### config.mk
export PLATFORM = sky130hd
export DESIGN_NAME = ahbp_port
export DESIGN_NICKNAME = d
export VERILOG_FILES = /design/src/rtl/ahbp_pkg.sv /design/src/rtl/ahbp_stream_if.sv /design/src/rtl/ahbp_buf2.sv /design/src/rtl/ahbp_port.sv
export VERILOG_INCLUDE_DIRS = /design/src /design/src/rtl
export SDC_FILE = /design/constraint.sdc
export NUM_CORES = 1
export LEC_CHECK = 0
export ABC_AREA = 1
export BUFFER_PORTS_ARGS = -buffer_cell sky130_fd_sc_hd__buf_4
export CAP_MARGIN = 20
export CORE_ASPECT_RATIO = 1.4
export CORE_MARGIN = 1
export CORE_UTILIZATION = 45
export DETAILED_ROUTE_END_ITERATION = 12
export PLACE_DENSITY = 0.77
export SLEW_MARGIN = 5
export SYNTH_ARGS = -nofsm -noshare
export SYNTH_HDL_FRONTEND = slang
export SYNTH_SLANG_ARGS = --single-unit
### constraint.sdc
create_clock -name clk_sys -period 4.58 [get_ports clk_sys]
set_clock_uncertainty 0.2 [all_clocks]
set_input_delay 1.374 -clock clk_sys [delete_from_list [all_inputs] [get_ports clk_sys]]
set_output_delay 1.374 -clock clk_sys [all_outputs]
set_load 0.01 [all_outputs]
### src/rtl/ahbp_consts.svh
// Constants of the asynchronous host bus port
`ifndef AHBP_CONSTS_SVH
`define AHBP_CONSTS_SVH

`define AHBP_DATA_W 28
`define AHBP_HALF_W 16
`define AHBP_ADDR_W 4
`define AHBP_ADDR_FIFO 4'h8
`define AHBP_ADDR_MODE 4'hE
`define AHBP_MODE_HALF 28'h0000010
`define AHBP_UPPER_IGN 4
`define AHBP_SYNC_LEN 3
`define AHBP_CLK_PS 40000
`define AHBP_T_RFS_PS 27000
`define AHBP_T_RRS_PS 13000
// Least times round up to whole cycles
`define AHBP_RFS_CYC ((`AHBP_T_RFS_PS + `AHBP_CLK_PS - 1) / `AHBP_CLK_PS)
`define AHBP_RRS_CYC ((`AHBP_T_RRS_PS + `AHBP_CLK_PS - 1) / `AHBP_CLK_PS)
`define AHBP_CNT_W 4
`define AHBP_BUF_DEPTH 2
`define AHBP_CTRL_IDLE 5'h1E

`endif

### src/rtl/ahbp_pkg.sv
// Types of the asynchronous host bus port
`include "ahbp_consts.svh"
package ahbp_pkg;
  typedef logic [`AHBP_DATA_W-1:0] ahbp_word_t;
  typedef logic [`AHBP_ADDR_W-1:0] ahbp_addr_t;
  typedef enum logic [2:0] {
    AHBP_ST_IDLE = 3'b001,
    AHBP_ST_READ = 3'b010,
    AHBP_ST_WRITE = 3'b100
  } ahbp_state_t;
endpackage

### src/rtl/ahbp_stream_if.sv
// Word stream between the buffer and the port logic
`timescale 1ns/1ps
`default_nettype none
interface ahbp_stream_if;
  logic valid;
  logic ready;
  ahbp_pkg::ahbp_word_t data;
  modport src (output valid, output data, input ready);
  modport snk (input valid, input data, output ready);
endinterface
`default_nettype wire

### src/rtl/ahbp_buf2.sv
// Two-entry buffer on the readout data path
`timescale 1ns/1ps
`default_nettype none
`include "ahbp_consts.svh"
module ahbp_buf2 (
  // Clock, enable, reset
  input wire logic clk_sys,
  input wire logic ce,
  input wire logic srst,
  // Filling side
  input wire logic in_valid,
  output logic in_ready,
  input wire ahbp_pkg::ahbp_word_t in_data,
  // Draining side
  ahbp_stream_if.src out
);
  import ahbp_pkg::*;
  ahbp_word_t mem [`AHBP_BUF_DEPTH];
  logic wr_ptr;
  logic rd_ptr;
  logic [1:0] count;
  wire push = in_valid && in_ready;
  wire pop = out.valid && out.ready;

  assign in_ready = (count != 2'h2);
  assign out.valid = (count != 2'h0);
  assign out.data = mem[rd_ptr];

  always_ff @(posedge clk_sys) begin
    if (srst) begin
      wr_ptr <= 1'b0;
      rd_ptr <= 1'b0;
      count <= 2'h0;
    end else if (ce) begin
      if (push) begin
        mem[wr_ptr] <= in_data;
        wr_ptr <= ~wr_ptr;
      end
      if (pop) begin
        rd_ptr <= ~rd_ptr;
      end
      count <= count + {1'b0, push} - {1'b0, pop};
    end
  end
endmodule
`default_nettype wire

### src/rtl/ahbp_port.sv
// Asynchronous host bus port: strobe capture, half-word pairing, hit blanking
// How it works
// Host never reads the FIFO while empty.
// Drive select low: data drivers always on.
// Drive select high: drive only during read.
// Host keeps drive select high when writing.
// Read data held until the next read.
// Host may add a delayed dummy read.
// Writing 0x10 to address 14 selects halves.
// Half mode: host accesses always in pairs.
// First access lower half, second upper half.
// Top four upper bits ignored both ways.
// Empty updates after first read of pair.
// Host completes second read after empty change.
// Hits blanked at least 27 ns after rise.
// Hits resume at least 13 ns after fall.
// Four-bit address, select, read, write strobes.
// Full 28-bit width after reset.
`timescale 1ns/1ps
`default_nettype none
`include "ahbp_consts.svh"
module ahbp_port (
  // Clock, enable, reset
  input wire logic clk_sys,
  input wire logic ce,
  input wire logic srst,
  // Host bus pins
  input wire logic cs_n,
  input wire logic rd_n,
  input wire logic wr_n,
  input wire ahbp_pkg::ahbp_addr_t addr,
  input wire logic output_drive_select,
  input wire ahbp_pkg::ahbp_word_t data_in,
  output ahbp_pkg::ahbp_word_t data_out,
  output logic data_oe,
  output logic fifo_empty,
  // Master reset pin and hit gate
  input wire logic master_reset,
  output logic hit_accept,
  // Readout stream from the core
  input wire logic core_valid,
  output logic core_ready,
  input wire ahbp_pkg::ahbp_word_t core_data,
  // Register access towards the core
  output logic reg_wr,
  output ahbp_pkg::ahbp_addr_t reg_addr,
  output ahbp_pkg::ahbp_word_t reg_wdata,
  input wire ahbp_pkg::ahbp_word_t reg_rdata,
  // Mode status
  output logic half_mode
);
  import ahbp_pkg::*;

  // ****************************************************************
  // Pin synchronisers
  // ****************************************************************
  localparam int NSYNC = 5 + `AHBP_ADDR_W + `AHBP_DATA_W;
  logic [NSYNC-1:0] sy1;
  logic [NSYNC-1:0] sy2;
  logic [NSYNC-1:0] sy3;
  logic [NSYNC-1:0] flt;
  wire [NSYNC-1:0] pin_vec = {cs_n, rd_n, wr_n, output_drive_select, master_reset, addr, data_in};
  wire [NSYNC-1:0] agree = ~(sy2 ^ sy3);
  // All stages start at the idle pin levels, so reset brings no false edge
  localparam logic [NSYNC-1:0] PIN_IDLE = {`AHBP_CTRL_IDLE, {(NSYNC-5){1'b0}}};

  always_ff @(posedge clk_sys) begin
    if (srst) begin
      sy1 <= PIN_IDLE;
      sy2 <= PIN_IDLE;
      sy3 <= PIN_IDLE;
      flt <= PIN_IDLE;
    end else if (ce) begin
      sy1 <= pin_vec;
      sy2 <= sy1;
      sy3 <= sy2;
      flt <= (agree & sy3) | (~agree & flt);
    end
  end

  wire s_cs_n = flt[NSYNC-1];
  wire s_rd_n = flt[NSYNC-2];
  wire s_wr_n = flt[NSYNC-3];
  wire s_ods = flt[NSYNC-4];
  wire s_mrst = flt[NSYNC-5];
  wire [`AHBP_ADDR_W-1:0] s_addr = flt[`AHBP_DATA_W +: `AHBP_ADDR_W];
  wire [`AHBP_DATA_W-1:0] s_data = flt[`AHBP_DATA_W-1:0];

  // ****************************************************************
  // Strobe decode
  // ****************************************************************
  wire rd_act = !s_cs_n && !s_rd_n;
  wire wr_act = !s_cs_n && !s_wr_n && s_ods;
  wire is_fifo = (s_addr == `AHBP_ADDR_FIFO);
  ahbp_state_t state;
  ahbp_state_t next_state;
  wire rd_start = (state == AHBP_ST_IDLE) && rd_act;
  wire wr_done = (state == AHBP_ST_WRITE) && !wr_act;

  always_comb begin
    next_state = state;
    unique case (state)
      AHBP_ST_IDLE: begin
        if (rd_act) begin
          next_state = AHBP_ST_READ;
        end else if (wr_act) begin
          next_state = AHBP_ST_WRITE;
        end
      end
      AHBP_ST_READ: begin
        if (!rd_act) begin
          next_state = AHBP_ST_IDLE;
        end
      end
      AHBP_ST_WRITE: begin
        if (!wr_act) begin
          next_state = AHBP_ST_IDLE;
        end
      end
    endcase
  end

  // ****************************************************************
  // Readout buffer
  // ****************************************************************
  ahbp_stream_if rbuf ();
  ahbp_buf2 u_buf (
    .clk_sys(clk_sys),
    .ce(ce),
    .srst(srst),
    .in_valid(core_valid),
    .in_ready(core_ready),
    .in_data(core_data),
    .out(rbuf.src)
  );

  // ****************************************************************
  // Pairing and data path
  // ****************************************************************
  logic second; // Next access is the upper half
  ahbp_word_t rd_hold;
  logic [`AHBP_HALF_W-1:0] wr_low;
  wire wide_rd = half_mode && second;
  wire fetch = rd_start && !wide_rd; // New word on every full read or lower half
  wire pop_word = fetch && is_fifo && rbuf.valid;
  assign rbuf.ready = pop_word;
  wire [`AHBP_DATA_W-1:0] fetched = is_fifo ? rbuf.data : reg_rdata;
  wire [`AHBP_DATA_W-1:0] lower_half_word = {{(`AHBP_DATA_W-`AHBP_HALF_W){1'b0}},
    fetched[`AHBP_HALF_W-1:0]};
  wire [`AHBP_DATA_W-1:0] upper_half_word = {{`AHBP_HALF_W{1'b0}},
    rd_hold[`AHBP_DATA_W-1:`AHBP_HALF_W]};
  wire [`AHBP_DATA_W-1:0] full_wdata = half_mode ?
    {s_data[`AHBP_HALF_W-`AHBP_UPPER_IGN-1:0], wr_low} : s_data;
  wire wr_commit = wr_done && (!half_mode || second);
  wire mode_wr = wr_commit && (s_addr == `AHBP_ADDR_MODE);

  always_ff @(posedge clk_sys) begin
    if (srst) begin
      state <= AHBP_ST_IDLE;
      second <= 1'b0;
      half_mode <= 1'b0;
      rd_hold <= '0;
      wr_low <= '0;
      data_out <= '0;
      reg_wr <= 1'b0;
      reg_addr <= '0;
      reg_wdata <= '0;
    end else if (ce) begin
      state <= next_state;
      reg_wr <= 1'b0;
      if (fetch) begin
        rd_hold <= fetched;
        data_out <= half_mode ? lower_half_word : fetched;
      end else if (rd_start) begin
        data_out <= upper_half_word;
      end
      if (half_mode && (rd_start || wr_done)) begin
        second <= ~second;
      end
      if (wr_done && half_mode && !second) begin
        wr_low <= s_data[`AHBP_HALF_W-1:0];
      end
      if (wr_commit) begin
        reg_wr <= 1'b1;
        reg_addr <= s_addr;
        reg_wdata <= full_wdata;
      end
      if (mode_wr) begin
        half_mode <= (full_wdata == `AHBP_MODE_HALF);
        second <= 1'b0;
      end
    end
  end

  // Empty follows the buffer, so it moves right after the lower-half pop
  assign fifo_empty = !rbuf.valid;
  // Register hold keeps data valid for as long as the drivers stay on
  assign data_oe = !s_ods || (state == AHBP_ST_READ);

  // ****************************************************************
  // Hit blanking around master reset
  // ****************************************************************
  logic [`AHBP_CNT_W-1:0] blank_cnt;
  logic mrst_d;
  wire mrst_rise = s_mrst && !mrst_d;
  wire mrst_fall = !s_mrst && mrst_d;

  always_ff @(posedge clk_sys) begin
    if (srst) begin
      mrst_d <= 1'b0;
      blank_cnt <= '0;
    end else if (ce) begin
      mrst_d <= s_mrst;
      if (mrst_rise) begin
        blank_cnt <= `AHBP_CNT_W'(`AHBP_RFS_CYC);
      end else if (mrst_fall) begin
        blank_cnt <= (blank_cnt > `AHBP_CNT_W'(`AHBP_RRS_CYC)) ? blank_cnt :
          `AHBP_CNT_W'(`AHBP_RRS_CYC);
      end else if (blank_cnt != '0) begin
        blank_cnt <= blank_cnt - `AHBP_CNT_W'(1);
      end
    end
  end

  assign hit_accept = !s_mrst && !mrst_d && (blank_cnt == '0);
endmodule
`default_nettype wire

# Word-level counts from Yosys, hierarchy flattened
# Memory sizes are Yosys's and may differ from the RTL's. A register that Yosys moved wholly into a read port is not among the register bits.
# Index checks and enable logic that the tools add are counted.
[word_totals]
elab_cells = 116
in_bits = 97
n_memories = 1
mem_bits_ro = 0
latchBits = 0
reg_bits = 267
mem_bits_rw = 56
[op_classes]
n_eq_ne = 11
add_sub_neg = 3
bitwise_logic = 9
div = 0
mul = 0
shift = 0
order_cmp = 1
n_reduce_logical = 50
muxes = 23
[mem_list]
columns = ["memory", "depth", "width", "rd", "rd_clocked_by_memory_dff", "wr", "line", "rtl"]
rows = [
  ["u_buf.mem", 2, 28, 1, 1, 1, "ahbp_buf2.sv:18", "ahbp_word_t mem [`AHBP_BUF_DEPTH];"],
]
[op_table]
columns = ["op", "count"]
rows = [
  ["2-to-1 mux 28 bit", 5],
  ["bitwise AND 37 bit", 2],
  ["inverter 37 bit", 2],
  ["bitwise OR 37 bit", 1],
  ["bitwise XOR 37 bit", 1],
  ["equality test 28 x 5 -> 1 bit (second input constant)", 1],
  ["logical AND 1 bit", 20],
  ["2-to-1 mux 4 bit", 4],
  ["AND reduction 2 bit", 8],
  ["2-to-1 mux 3 bit", 4],
  ["logical NOT 1 bit", 11],
  ["2-to-1 mux 1 bit", 9],
  ["case mux 3 bit (3 select lines)", 1],
  ["equality test 4 bit (second input constant)", 2],
  ["!= test 2 bit (second input constant)", 3],
  ["!= test 3 bit (second input constant)", 2],
  ["nonzero test 2 bit", 3],
  ["greater-than comparator 4 x 1 -> 1 bit (second input constant)", 1],
  ["logical NOT 4 bit", 1],
  ["AND reduction 4 bit", 1],
  ["nonzero test 4 bit", 1],
  ["subtractor 4 x 1 -> 4 bit (second input constant)", 1],
  ["equality test 3 x 1 -> 1 bit (second input constant)", 1],
  ["equality test 3 x 2 -> 1 bit (second input constant)", 1],
  ["other kinds (7)", 11],
]

# Logic depth before layout (Yosys ltp)
[depth]
ltp_word = 10
ltp_mapped = 13
mapped_depth_nobuf = 12

# By module
# From an unflattened synthesis, not the netlist that was laid out.
[hier_totals]
hier_cells = 1528
hier_area_um2 = 12638.4
[by_module_without_submodules]
columns = ["mod", "instances", "seq_area_each_um2", "cells_per_inst", "area_each_um2"]
rows = [
  ["ahbp_port", 1, 4944.7, 1395, 10226.1],
  ["ahbp_buf2", 1, 1781.7, 133, 2412.3],
]

# Least setup slack after synthesis
# Ideal clock, no wire load.
[synth_timing]
path_type = "input to register"
from = "input port ce"
to = "memory u_buf.mem[1][0] in the netlist's numbering (enable)"
t_arrival_ns = 3.964
path_buffers = 3
path_stages = 5
t_required_ns = 3.932
setup_slack_ns = -0.032
setup_ns = 0.448
path_cell_list = "buf_2 buf_6 clkbuf_1 nand2_1 nor3_1"
[synth_between]
elab_chain_cells = 3
[synth_lines]
columns = ["element", "line", "rtl"]
rows = [
  ["from (decl)", "ahbp_port.sv:25", "input wire logic ce,"],
  ["2-to-1 mux 1 bit", "ahbp_buf2.sv:34", "end else if (ce) begin"],
  ["2-to-1 mux 1 bit", "ahbp_buf2.sv:30", "if (srst) begin"],
  ["2-to-1 mux 1 bit (implied by the code)", "ahbp_buf2.sv:36", "mem[wr_ptr] <= in_data;"],
  ["to (decl)", "ahbp_buf2.sv:18", ""],
]
# No other way between the ends.

==> results.md <==
* Top cells by count, synth: nand2_1 (408), dfxtp_1 (252), o21ai_0 (207)
* Vias in the first global route at 9719
* Iter 0 DRT Violations at 647
* Htree depth at 1
* HPWL after DPL at 20.36 mm
* Setup Buffers After CTS at 0
* Reg-to-Reg End: u_buf.count[1]
* Share of synthesized registers carrying an async set or reset at 0%
* Top cells by area, synth: dfxtp_1 (40%), edfxtp_1 (13%), nand2_1 (12%)
* Syn nets at 1683
* N_diodes at 0
* DRC Markers at 0
* TNS Setup at 0 ns
* Layout Nets at 1799
* Gr usage total at 20.48%
* Top Usage Layer GRT: met2
* Worst Setup Start Kind: flop
* WL/cell at 14.11 um
* Max-cap violations at 0
* Post-layout min period at 3.192 ns
* Met2 Track Usage GR at 37.22%
* # resized after CTS at 0
* Chip width at 142.6 um
* Cts hold-fix bufs at 0
* Final setup vio count at 0
* Slew Viols, Final at 0
* P&R area growth vs syn at 18.41%
* Seq/Total Area, Yosys at 54.00%
* Slew HR at 34.97%
* RSZ-0062 raised after global routing: false
* Via density at 5.018
* TritonCTS clock tree: yes
* Critical path peak fanout at 4
* Most common cell in the synthesized netlist: nand2_1
* CORE AREA at 27010 um2
* CP Capture Type: output port
* Synth top area share at 40.50%
* Detailed Routing Iterations Pass 1 at 4
* FMAX at 313.3 MHz
* Min-delay src: wr_low[11]
* Worst-Margin Slew at 0.9743 ns
* Synth warnings at 0
* Share of cells above drive strength 1 at 15.32%
* Flop2flop setup slack at 1.68 ns
* Fillers at 2524
* Height of the chip at 198.9 um
* CTS sink cnt at 308
* CP required at 3.01 ns
* FF+latch count, synth at 308
* Mapped cell area at 12460 um2
* R2R depth at 11
* Overflow after GRT at 0
* CTS Root Cell: clkbuf_16
* Worst-path clk slew at 0.07 ns
* Buffers on Ports at 162
* Crit Path Class: reg -> out
* First-pass GRT wire length at 46.64 mm
* Gate Count Post-Synth at 1579
* Num CTS Buffers at 29
* Avg Inst Size Synth at 7.889 um2
* Status: finished, final reports clean
* WHS Path Cells at 2
* Post-synth EDFFs at 56
* Worst skew pair latency at 0.55 ns
* Pre-CTS setup slack at 1.043 ns
* CTS max path bufs at 3
* Final ANT Viol Nets at 0
* Max IR drop VDD at 0.3363 mV
* Lkg Pwr at 6.104 nW
* Die ar. at 28360 um2
* Worst min path class: reg -> reg
* Post-synth top area cell: dfxtp_1
* Vias at 10450
* Initial antenna violation count at 0
* Row Count at 71
* Arr. time, crit path at 1.62 ns
* Hold EP: wr_low[11]
* Setup slack after layout at 1.388 ns
* Most used flip-flop cell after synthesis: dfxtp_1
* GRT met1 Usage at 23.92%
* Routed wire length at 29.38 mm
* Initial core utilization at 46.13%
* Final hold slack at 0.2538 ns
* GR Util met3 at 3.635%
* Library cells used by synthesis at 35
* Pin count of the biggest net entering global routing at 88
* IO Pins at 163
* RD Place Congestion at 0.8555
* PwrDens at 382.8 nW/um2
* Hold Vio Cnt, Final at 0
* Fin crit share at 69.69%
[final cells by class]
type | count | area (um2) | share of cell area [%]
clock buffer | 43 | 832.0 | 5.641
clock inverter | 10 | 75.07 | 0.5089
inverter | 115 | 436.7 | 2.960
multi-input combinational | 1062 | 4855 | 32.91
sequential | 308 | 6726 | 45.60
tap | 365 | 456.7 | 3.096
timing repair buffer | 179 | 1369 | 9.280
[through the flow]
step	util, %	power (W)	instance area, um2	cells
2_1_floorplan	-	0.003240	12460	1579
3_3_place_gp	51.26	0.003391	13840	2029
3_5_place_dp	51.26	0.003415	13840	2029
4_1_cts	54.62	0.005694	14750	2082
5_1_grt	54.62	0.005870	14750	2082
6_report	54.62	0.005646	14750	2082
[critical path, stage by stage (launching register included)]
cell and delay [ns]:
dfxtp_1 0.40, inv_1 0.10, ha_1 0.20, and3_1 0.21
buf_4 0.15
[logic make-up (layout without fill, tap and decap cells)]
logic type / count (synthesis) / count (layout) / share of synthesized area (%)
adder cells (fa/ha/maj): 7 / 7 / 0.7031
AND/OR/NAND/NOR: 680 / 680 / 22.18
AO/OA/AOI/OAI: 375 / 375 / 15.98
buffers and inverters: 209 / 347 / 7.141
flip-flops: 308 / 308 / 54.00
[worst max path at each step]
stage               from         endpoint
floorplan             ce  u_buf.mem[0][0]
global placement      ce    reg_wdata[25]
detailed placement    ce    reg_wdata[23]
CTS                 flop       hit_accept
global route        flop       hit_accept
finish              flop       hit_accept
[placed cells by master, fill, tap and decap left out, types with 10 or more instances in the layout]
master and n:
a21oi_1 120, a21oi_2 10, buf_4 177, clkbuf_16 29
dfxtp_1 252, edfxtp_1 56, inv_1 106, nand2_1 408
nand3_1 44, nand3_2 11, nor2_1 197, o21a_1 13
o21ai_0 207, o21ai_1 11
[routing by layer]
metal / vias to the layer above / part of all wire [%]
li1: 5349 / -
met1: 4808 / 41
met2: 247 / 51
met3: 44 / 5.1
met4: 0 / 2.7
met5: - / 0
[where the power goes]
part | leakage, nW | switching [W] | total (W) | internal [W]
registers | 2.56 | 0.0000539 | 0.00291 | 0.00285
logic | 3.09 | 0.000269 | 0.000449 | 0.000181
clock network | 0.450 | 0.000983 | 0.00229 | 0.00131
Power figures use the tool's default switching activity.
